[config.mk]
export PLATFORM = sky130hd
export DESIGN_NAME = clrc_ctrl
export DESIGN_NICKNAME = d
export VERILOG_FILES = /design/src/verilog/clrc_pkg.sv /design/src/verilog/clrc_ctrl.sv
export SDC_FILE = /design/constraint.sdc
export NUM_CORES = 1
export LEC_CHECK = 0
export ABC_AREA = 0
export BUFFER_PORTS_ARGS = -buffer_cell sky130_fd_sc_hd__clkbuf_2
export CAP_MARGIN = 20
export CORE_MARGIN = 10
export CORE_UTILIZATION = 25
export DETAILED_ROUTE_END_ITERATION = 10
export GPL_ROUTABILITY_DRIVEN = 0
export GPL_TIMING_DRIVEN = 0
export PLACE_DENSITY = 0.41
export SYNTH_ARGS = -nofsm -noshare
export SYNTH_HDL_FRONTEND = slang
export SYNTH_SLANG_ARGS = --single-unit
[constraint.sdc]
create_clock -name clock_i -period 2.12 [get_ports clock_i]
set_clock_uncertainty 0.2 [all_clocks]
set_input_delay 0 -clock clock_i [delete_from_list [all_inputs] [get_ports clock_i]]
set_output_delay 0 -clock clock_i [all_outputs]
set_load 0.05 [all_outputs]
[src/verilog/clrc_pkg.sv]
// Package: register map, field layout and types of the comparator/ladder block
package clrc_pkg;

  // ****************************************
  // Register offsets
  // ****************************************
  localparam logic [3:0] ADDR_FLAGS      = 4'h0;
  localparam logic [3:0] ADDR_IRQ_EN     = 4'h1;
  localparam logic [3:0] ADDR_PRIORITY   = 4'h2;
  localparam logic [3:0] ADDR_CMP_SETUP1 = 4'h3;
  localparam logic [3:0] ADDR_CMP_SETUP2 = 4'h4;
  localparam logic [3:0] ADDR_CMP_SETUP3 = 4'h5;
  localparam logic [3:0] ADDR_LADDER     = 4'h6;
  localparam logic [3:0] ADDR_OUTPUTS    = 4'h7;

  // ****************************************
  // Field positions and reset values
  // ****************************************
  localparam int BIT_ON         = 7;
  localparam int BIT_PIN_DRIVE  = 6;
  localparam int BIT_INVERT     = 5;
  localparam int BIT_EDGE_HI    = 4;
  localparam int BIT_EDGE_LO    = 3;
  localparam int BIT_PLUS_SEL   = 2;
  localparam int BIT_MINUS_HI   = 1;
  localparam int BIT_MINUS_LO   = 0;
  localparam int BIT_LAD_POWER  = 7;
  localparam int BIT_LAD_PIN    = 6;
  localparam int BIT_LAD_SRC    = 5;
  localparam int BIT_CODE_HI    = 4;
  localparam int BIT_OUT_LO     = 5;
  localparam int NUM_CMP        = 3;
  localparam logic [7:0] RST_SETUP   = 8'h00;
  localparam logic [7:0] RST_LADDER  = 8'h00;
  localparam logic [7:0] RST_IRQ     = 8'h00;
  localparam logic [7:0] FLAG_MASK   = 8'h07;

  localparam logic [1:0] EDGE_NONE = 2'h0;
  localparam logic [1:0] EDGE_RISE = 2'h1;
  localparam logic [1:0] EDGE_FALL = 2'h2;
  localparam logic [1:0] EDGE_ANY  = 2'h3;

  // ****************************************
  // Types
  // ****************************************
  typedef struct packed {
    logic       comparator_on;
    logic       comparator_pin_drive;
    logic       output_invert;
    logic [1:0] edge_select;
    logic       plus_input_select;
    logic [1:0] minus_input_select;
  } clrc_cmp_setup_type;

  typedef struct packed {
    logic       ladder_power;
    logic       ladder_pin_drive;
    logic       ladder_source_select;
    logic [4:0] ladder_code;
  } clrc_ladder_type;

  typedef struct packed {
    logic [3:0] addr;
    logic [7:0] wdata;
    logic       wr;
    logic       rd;
  } clrc_bus_type;

endpackage : clrc_pkg

[src/verilog/clrc_ctrl.sv]
// Control and status logic for three comparators and a 32-level ladder
//
// Function
// - Enabled comparator and interrupt keep running asleep
// - Comparator setups unchanged by sleep and wake
// - Reset clears comparator setups, all off
// - Five-bit ladder code selects 32 levels
// - Level is low rail plus code/32 span
// - Ladder bit 7 powers reference
// - Ladder bit 6 drives reference pin
// - Ladder bit 5 selects external rail pair
// - Reset clears ladder power and pin drive
// - Ladder setup unchanged by sleep and wake
// - Ladder works with no comparator enabled
// - Setup bit 7 enables its comparator
// - Edge select picks rise, fall, any, none
`timescale 1ns/10ps

module clrc_ctrl #(
  parameter int NCMP = 3
) (
  // Clock, reset, enable
  input  wire logic                      clock_i,
  input  wire logic                      srst_i,
  input  wire logic                      ce_i,
  // Register port
  input  wire logic [3:0]                addr_i,
  input  wire logic [7:0]                wdata_i,
  input  wire logic                      wr_i,
  input  wire logic                      rd_i,
  output logic      [7:0]                rdata_o,
  // Power state
  input  wire logic                      sleep_i,
  output logic                           wake_o,
  // Analog comparator raw outputs, asynchronous
  input  wire logic [NCMP-1:0]           cmp_raw_i,
  // Analog controls
  output clrc_pkg::clrc_cmp_setup_type [NCMP-1:0] cmp_ctrl_o,
  output clrc_pkg::clrc_ladder_type      ladder_ctrl_o,
  output logic      [NCMP-1:0]           cmp_pin_o,
  // Interrupts
  output logic                           irq_o,
  output logic                           irq_high_o
);

  // Read port and register map are laid out for exactly three comparators
  if (NCMP != clrc_pkg::NUM_CMP) begin : g_ncmp_check
    $error("NCMP must be 3");
  end

  // ****************************************
  // State
  // ****************************************
  clrc_pkg::clrc_cmp_setup_type [NCMP-1:0] setup_q;
  clrc_pkg::clrc_ladder_type               ladder_q;
  logic [NCMP-1:0] sync1_q;
  logic [NCMP-1:0] sync2_q;
  logic [NCMP-1:0] out_q;
  logic [NCMP-1:0] out_d;
  logic [NCMP-1:0] flag_q;
  logic [NCMP-1:0] ien_q;
  logic [NCMP-1:0] prio_q;
  logic [NCMP-1:0] event_d;
  logic            prime_q;
  clrc_pkg::clrc_bus_type bus;

  assign bus = '{addr: addr_i, wdata: wdata_i, wr: wr_i, rd: rd_i};

  // ****************************************
  // Setup registers
  // ****************************************
  // Sleep is deliberately not an input here: contents survive any wake
  always_ff @(posedge clock_i) begin
    if (srst_i) begin
      for (int i = 0; i < NCMP; i++) begin
        setup_q[i] <= clrc_pkg::RST_SETUP;
      end
      ladder_q <= clrc_pkg::RST_LADDER;
    end else if (ce_i && bus.wr) begin
      case (bus.addr)
        clrc_pkg::ADDR_CMP_SETUP1: setup_q[0] <= bus.wdata;
        clrc_pkg::ADDR_CMP_SETUP2: setup_q[1] <= bus.wdata;
        clrc_pkg::ADDR_CMP_SETUP3: setup_q[2] <= bus.wdata;
        clrc_pkg::ADDR_LADDER:     ladder_q   <= bus.wdata;
        default: ;
      endcase
    end
  end

  // ****************************************
  // Comparator outputs
  // ****************************************
  always_ff @(posedge clock_i) begin
    if (srst_i) begin
      sync1_q <= '0;
      sync2_q <= '0;
    end else if (ce_i) begin
      sync1_q <= cmp_raw_i;
      sync2_q <= sync1_q;
    end
  end

  // Disabled comparator reads low; polarity applied after sync
  always_comb begin
    for (int i = 0; i < NCMP; i++) begin
      out_d[i] = setup_q[i].comparator_on &
                 (sync2_q[i] ^ setup_q[i].output_invert);
    end
  end

  always_ff @(posedge clock_i) begin
    if (srst_i) begin
      out_q <= '0;
    end else if (ce_i) begin
      out_q <= out_d;
    end
  end

  // Prime blocks a false edge in the first cycle after reset
  always_ff @(posedge clock_i) begin
    if (srst_i) begin
      prime_q <= 1'b0;
    end else if (ce_i) begin
      prime_q <= 1'b1;
    end
  end

  // ****************************************
  // Edge detection
  // ****************************************
  always_comb begin
    for (int i = 0; i < NCMP; i++) begin
      case (setup_q[i].edge_select)
        clrc_pkg::EDGE_RISE: event_d[i] = out_d[i] & ~out_q[i];
        clrc_pkg::EDGE_FALL: event_d[i] = ~out_d[i] & out_q[i];
        clrc_pkg::EDGE_ANY:  event_d[i] = out_d[i] ^ out_q[i];
        default:             event_d[i] = 1'b0;
      endcase
      event_d[i] = event_d[i] & prime_q;
    end
  end

  // ****************************************
  // Flags, enables, priorities
  // ****************************************
  // Flag clears by writing one; a same-cycle event wins over the clear
  always_ff @(posedge clock_i) begin
    if (srst_i) begin
      flag_q <= '0;
    end else if (ce_i) begin
      if (bus.wr && bus.addr == clrc_pkg::ADDR_FLAGS) begin
        flag_q <= (flag_q & ~bus.wdata[NCMP-1:0]) | event_d;
      end else begin
        flag_q <= flag_q | event_d;
      end
    end
  end

  always_ff @(posedge clock_i) begin
    if (srst_i) begin
      ien_q  <= '0;
      prio_q <= '0;
    end else if (ce_i && bus.wr) begin
      if (bus.addr == clrc_pkg::ADDR_IRQ_EN) begin
        ien_q <= bus.wdata[NCMP-1:0];
      end
      if (bus.addr == clrc_pkg::ADDR_PRIORITY) begin
        prio_q <= bus.wdata[NCMP-1:0];
      end
    end
  end

  // Interrupt and wake are combinational so they work with core asleep
  assign irq_o      = |(flag_q & ien_q);
  assign irq_high_o = |(flag_q & ien_q & prio_q);
  assign wake_o     = sleep_i & irq_o;

  // ****************************************
  // Read port
  // ****************************************
  always_ff @(posedge clock_i) begin
    if (srst_i) begin
      rdata_o <= 8'h00;
    end else if (ce_i) begin
      rdata_o <= 8'h00;
      if (bus.rd) begin
        case (bus.addr)
          clrc_pkg::ADDR_FLAGS:      rdata_o <= {5'h00, flag_q};
          clrc_pkg::ADDR_IRQ_EN:     rdata_o <= {5'h00, ien_q};
          clrc_pkg::ADDR_PRIORITY:   rdata_o <= {5'h00, prio_q};
          clrc_pkg::ADDR_CMP_SETUP1: rdata_o <= setup_q[0];
          clrc_pkg::ADDR_CMP_SETUP2: rdata_o <= setup_q[1];
          clrc_pkg::ADDR_CMP_SETUP3: rdata_o <= setup_q[2];
          clrc_pkg::ADDR_LADDER:     rdata_o <= ladder_q;
          clrc_pkg::ADDR_OUTPUTS:    rdata_o <= {out_q, 5'h00};
          default:                   rdata_o <= 8'h00;
        endcase
      end
    end
  end

  // ****************************************
  // Analog controls
  // ****************************************
  // Ladder fields go straight to the analog side, no comparator gating
  assign ladder_ctrl_o = ladder_q;
  assign cmp_ctrl_o    = setup_q;

  always_comb begin
    for (int i = 0; i < NCMP; i++) begin
      cmp_pin_o[i] = out_q[i] & setup_q[i].comparator_pin_drive;
    end
  end
endmodule : clrc_ctrl

=== Word-level counts from Yosys, hierarchy flattened ===
Cells that the tools add are included.

* Flip-flop bits (word level): 59
* Input bits: 21
* Output and inout port bits: 46
* Word-level logic and storage cells: 97

* Equal/unequal tests: 16
* Multiplexer cells: 6
* Bitwise operators: 34
* Reductions and logical operators: 11

{| class="wikitable"
|+ Operators with widths
! kind !! count
|-
| case mux 8 bit (8 select lines) || 1
|-
| bitwise AND 1 bit || 16
|-
| equality test 4 x 3 -> 1 bit, second input constant || 4
|-
| equality test 2 bit, second input constant || 6
|-
| AND reduction 2 bit || 6
|-
| bitwise AND 3 bit || 3
|-
| case mux 1 bit (3 select lines) || 3
|-
| equality test 4 x 2 -> 1 bit, second input constant || 2
|-
| 2-to-1 mux 8 bit || 1
|-
| equality test 2 x 1 -> 1 bit, second input constant || 3
|-
| NOT 1 bit || 6
|-
| bitwise OR 3 bit || 2
|-
| OR reduction 3 bit || 2
|-
| XOR 1 bit || 6
|-
| equality test 4 x 1 -> 1 bit, second input constant || 1
|-
| logical NOT 4 bit || 1
|-
| 2-to-1 mux 3 bit || 1
|-
| NOT 3 bit || 1
|-
| logical AND 1 bit || 2
|}

=== Logic depth before layout (Yosys ltp) ===
* Depth in word-level cells: 8
* Depth in mapped cells: 8
* Depth with buffers taken out: 8

=== Least setup slack after synthesis ===
No wires, ideal clock.

* Kind: reg-to-reg
* Start point: reg setup_q (netlist bit cmp_ctrl_o[5])
* End point: reg flag_q[0]
* Library setup time: 0.071 ns
* Arrival time: 1.668 ns
* Data required time: 1.849 ns
* Path slack: 0.180 ns
* Stages on the path, launching flop included: 9
* Path buffers: 0
* Period minus slack after synthesis: 1.940 ns
* Path through: dfxtp_1 -> xor2_1 -> nand2_1 -> inv_1 -> ha_1 -> nor2b_1 -> o21ai_0 -> a21o_1 -> a21oi_1

* Cells in the longest elaborated chain, start to end: 8
* Elaborated cells on any way between the ends: 11
* Those cells by class: 2 x mux; 9 x bitwise

{| class="wikitable"
|+ Ends and longest elaborated chain
! item !! line !! source
|-
| start, declared || clrc_ctrl.sv:54 || <nowiki>clrc_pkg::clrc_cmp_setup_type [NCMP-1:0] setup_q;</nowiki>
|-
| start signal, assigned by index || clrc_ctrl.sv:76 || <nowiki>setup_q[i] <= clrc_pkg::RST_SETUP;</nowiki>
|-
| XOR 1 bit * || clrc_ctrl.sv:107 || <nowiki>(sync2_q[i] ^ setup_q[i].output_invert);</nowiki>
|-
| bitwise AND 1 bit * || clrc_ctrl.sv:106 || <nowiki>out_d[i] = setup_q[i].comparator_on &</nowiki>
|-
| named net out_d[0] || clrc_ctrl.sv:59 || <nowiki>logic [NCMP-1:0] out_d;</nowiki>
|-
| NOT 1 bit || clrc_ctrl.sv:135 || <nowiki>clrc_pkg::EDGE_FALL: event_d[i] = ~out_d[i] & out_q[i];</nowiki>
|-
| bitwise AND 1 bit || clrc_ctrl.sv:135 ||
|-
| case mux 1 bit (3 select lines) * || clrc_ctrl.sv:133 || <nowiki>case (setup_q[i].edge_select)</nowiki>
|-
| bitwise AND 1 bit * || clrc_ctrl.sv:139 || <nowiki>event_d[i] = event_d[i] & prime_q;</nowiki>
|-
| bitwise OR 3 bit (on tied branches) || clrc_ctrl.sv:154, clrc_ctrl.sv:152 ||
|-
| 2-to-1 mux 3 bit * || clrc_ctrl.sv:151 || <nowiki>if (bus.wr && bus.addr == clrc_pkg::ADDR_FLAGS) begin</nowiki>
|-
| end signal, assigned || clrc_ctrl.sv:152 || <nowiki>flag_q <= (flag_q & ~bus.wdata[NCMP-1:0]) | event_d;</nowiki>
|-
| end signal, assigned || clrc_ctrl.sv:154 || <nowiki>flag_q <= flag_q | event_d;</nowiki>
|-
| end, declared || clrc_ctrl.sv:60 || <nowiki>logic [NCMP-1:0] flag_q;</nowiki>
|}

The timed path passes the listed nets; every way through them passes the cells marked *.
A chain may end at the register's enable or synchronous reset.

=== Worst setup path in the final report ===
* Start point: in srst_i
* End point: reg setup_q (netlist bit cmp_ctrl_o[12])

{| class="wikitable"
|+ RTL lines
! item !! line !! source
|-
| start, declared || clrc_ctrl.sv:24 || <nowiki>input wire logic srst_i,</nowiki>
|}

No word-level cell between the ends.

==> results.sh <==
export IMPL_peakVddDrop_uv=375
export IMPL_wire_per_inst_um=18.2
export IMPL_root_buffer="clkbuf_16"
export IMPL_grt_max_degree=11
export IMPL_hp_start="ce_i"
export IMPL_yosysUniqueCellTypes=44
export IMPL_clkTransAtPathRegs_ns=0.05
export IMPL_p_int_uw=2170
export IMPL_hold_path_endpoint="rdata_o[1]"
export IMPL_cts_path_max_buffers=2
export IMPL_viasPerCell=4.76
export IMPL_synth_seq_area_share_pct=40.2
export IMPL_path_max_fanout=10
export IMPL_nNetsFinal=427
export IMPL_dpl_hpwl_mm=7.61
export IMPL_place_area_mm2=0.00344
export IMPL_seq_power_share_pct=40.4
export IMPL_rows=39
export IMPL_clkSinkCount=59
export IMPL_vias=2602
export IMPL_ys_warn_count=0
export IMPL_synthCells=310
export IMPL_fin_area_mm2=0.00387
export IMPL_cts_tree="built"
export IMPL_critPathMostFrequentCell="clkbuf_1"
export IMPL_critPathBufInv=4
export IMPL_r2r_end="flag_q[0]"
export IMPL_dieHeight_um=128
export IMPL_finalHoldViolations=0
export IMPL_drv_slew=0
export IMPL_fin_crit_sh_pct=88.4
export IMPL_holdPathStages=4
export IMPL_startpoint_type="input pin"
export IMPL_drc=0
export IMPL_grt_overflow_total=0
export IMPL_initial_core_util_pct=25.6
export IMPL_tightest_slew_ns=0.651
export IMPL_maxCapViolations=0
export IMPL_path_class="in2reg"
export IMPL_fp_dieW_um=128
export IMPL_drt_initial_drc_count=177
export IMPL_switching_share_pct=22.7
export IMPL_slew_headroom_pct=56.6
export IMPL_ios=67
export IMPL_crit_slowest_cell="clkbuf_1"
export IMPL_hold_class="in2reg"
export IMPL_reg2reg_depth=8
export IMPL_r2r_setup_slack_ns=0.35
export IMPL_worstPathCellList="dlygate4sd3_1, clkbuf_1, clkbuf_1, clkbuf_1, nor2_1"
export IMPL_worstPathArrival_ns=1.86
export IMPL_crit_family="buffers and inverters"
export IMPL_max_freq_ghz=0.534
export IMPL_grt_util_all_layers_pct=12.4
export IMPL_synth_edf_count=0
export IMPL_grt_pass1_vias=2645
export IMPL_ys_ff_latch=59
export IMPL_ys_async_sr_fraction_pct=0
export IMPL_cts_made_buffers=9
export IMPL_status="completed"
export IMPL_p_clk_share_pct=52.1
export IMPL_cp_end_kind="register"
export IMPL_p_leak_uw=0.00161
export IMPL_grt_pass1_wl_mm=15.8
export IMPL_core_mm2=0.0115
export IMPL_drtAntennaViolNets=0
export IMPL_hold_buffers=14
export IMPL_firstDrtPassIters=4
export IMPL_cp_required_ns=2.11
export IMPL_syn_to_final_growth_pct=32.0
export IMPL_avgSynthCellArea_um2=9.47
export IMPL_cts_repair_resized=0
export IMPL_startpoint="srst_i"
export IMPL_timing_rr_start="cmp_ctrl_o[5]"
export IMPL_setup_viol=0
export IMPL_htreeDepth=3
export IMPL_syn_nets=337
export IMPL_dieArea_mm2=0.0165
export IMPL_setup_tns_ns=0
export IMPL_portBuffers=65
export IMPL_comb_power_share_pct=7.5
export IMPL_p_per_area_mw_per_mm2=723
export IMPL_switching_power_uw=635
export IMPL_synth_flop_cell="dfxtp_1"
export IMPL_antenna_cells=0
export IMPL_postCtsSetupBuffers=0
export IMPL_finalCriticalPeriod_ns=1.87
export IMPL_routed_wl_mm=9.97
export IMPL_rsz0062_at_grt="false"
export IMPL_drive_above_1_share_pct=25.5
export IMPL_netlist_area_mm2=0.00294
export IMPL_antenna_found_initial=0
export IMPL_crit_path_max_incr_delay_ns=0.54
export IMPL_insertion_delay_ns=0.33
[layout by cell type (no fill, tap or decap), drive strengths merged, types with 2 or more instances in the layout]
cell and n:
o31ai 2, nor2 48, o311a 2, nor3b 7, inv 7, a211oi 3
nor2b 7, clkbuf 86, a2bb2oi 6, or3 2, and2 6, mux2i 50
o32a 2, a31oi 3, xor2 3, buf 13, nand2 15, nand4b 2
nand3b 6, o21ai 3, a21oi 11, dlygate4sd3 14, nand2b 5, or3b 2
a22o 2, ha 6, a21o 3, nand3 7, dfxtp 59, a221oi 2
a22oi 10
[final cells by class]
cell class | instances | area, um2
fill | 1193 | 7590
multi-input combinational | 223 | 1610
sequential | 59 | 1180
timing repair buffer | 79 | 465
clock buffer | 13 | 260
tap | 143 | 179
buffer | 21 | 123
clock inverter | 2 | 35.0
inverter | 7 | 26.3
[power by group through the flow]
stage | combinational (uW) | clock, uW | sequential [uW]
after floorplan | 101 | 0 | 1170
after global placement | 194 | 0 | 1150
after detailed placement | 194 | 0 | 1150
after CTS | 214 | 1500 | 1130
after global routing | 229 | 1550 | 1130
final | 211 | 1460 | 1130
[worst min-delay path, stage by stage]
cell	delay, ns
clkbuf_2	0.08
buf_2	0.23
nand2b_1	0.14
a21oi_1	0.05
[per-layer routing]
metal	vias up	track usage [%]	share of wire, %
met3	11	2.83	4.7
met1	1238	16.8	49
li1	1286	-	-
met5	-	0	0
met2	67	18.8	45
met4	0	4.24	1.0
[sequential cells by signal (all words and copies together) (netlist names), 3 cells and up]
name,cells
cmp_ctrl_o,24
flag_q,3
ien_q,3
ladder_ctrl_o,8
out_q,3
prio_q,3
rdata_o,8
sync1_q,3
sync2_q,3
[per-stage QoR]
step / hold slack, ns / utilization (%) / setup slack, ns / total power (uW) / cells
6_report: 0.0374 / 33.8 / 0.247 / 2800 / 547
5_1_grt: 0.0886 / 33.8 / 0.0239 / 2910 / 547
4_1_cts: 0.0398 / 33.8 / 0.170 / 2840 / 547
3_5_place_dp: 0.0562 / 30.0 / 0.364 / 1350 / 518
3_3_place_gp: 0.0512 / 30.0 / 0.380 / 1350 / 518
2_1_floorplan: -0.0561 / - / 0.180 / 1270 / 310
[worst max-delay path by stage]
stage	end	slack [ns]	depth (start not counted)
floorplan	flag_q[0]	0.18	8
global placement	cmp_ctrl_o[1]	0.38	4
finish	cmp_ctrl_o[12]	0.25	5
CTS	cmp_ctrl_o[12]	0.17	5
detailed placement	cmp_ctrl_o[14]	0.36	4
global route	cmp_ctrl_o[5]	0.02	5
[cell usage after synthesis, types with 3 or more instances]
| library cell | instances | area [um2] |
|---|---|---|
| dfxtp_1 | 59 | 1180 |
| mux2i_1 | 50 | 500 |
| nor2_1 | 48 | 180 |
| nand2_1 | 15 | 56.3 |
| a21oi_1 | 11 | 55.1 |
| a22oi_1 | 10 | 75.1 |
| clkbuf_1 | 8 | 30.0 |
| nand3_1 | 7 | 35.0 |
| nor2b_1 | 7 | 43.8 |
| a2bb2oi_1 | 6 | 52.6 |
| and2_1 | 6 | 37.5 |
| buf_4 | 6 | 45.0 |
| ha_1 | 6 | 75.1 |
| inv_1 | 6 | 22.5 |
| nand3b_1 | 6 | 45.0 |
| buf_2 | 5 | 25.0 |
| nor3b_1 | 5 | 37.5 |
| nand2b_1 | 4 | 25.0 |
| a211oi_1 | 3 | 22.5 |
| a21o_1 | 3 | 22.5 |
| a31oi_1 | 3 | 18.8 |
| o21ai_0 | 3 | 15.0 |
| xor2_1 | 3 | 26.3 |
[kinds of logic after synthesis]
logic type / Yosys count / synth area share [%]
AO/OA/AOI/OAI: 50 / 12.7
XOR/XNOR: 3 / 0.895
AND/OR/NAND/NOR: 114 / 21.5
buffers and inverters: 28 / 5.07
flip-flops: 59 / 40.2
adder cells (fa/ha/maj): 6 / 2.56
multiplexers: 50 / 17.1
Power figures use the tool's default switching activity.
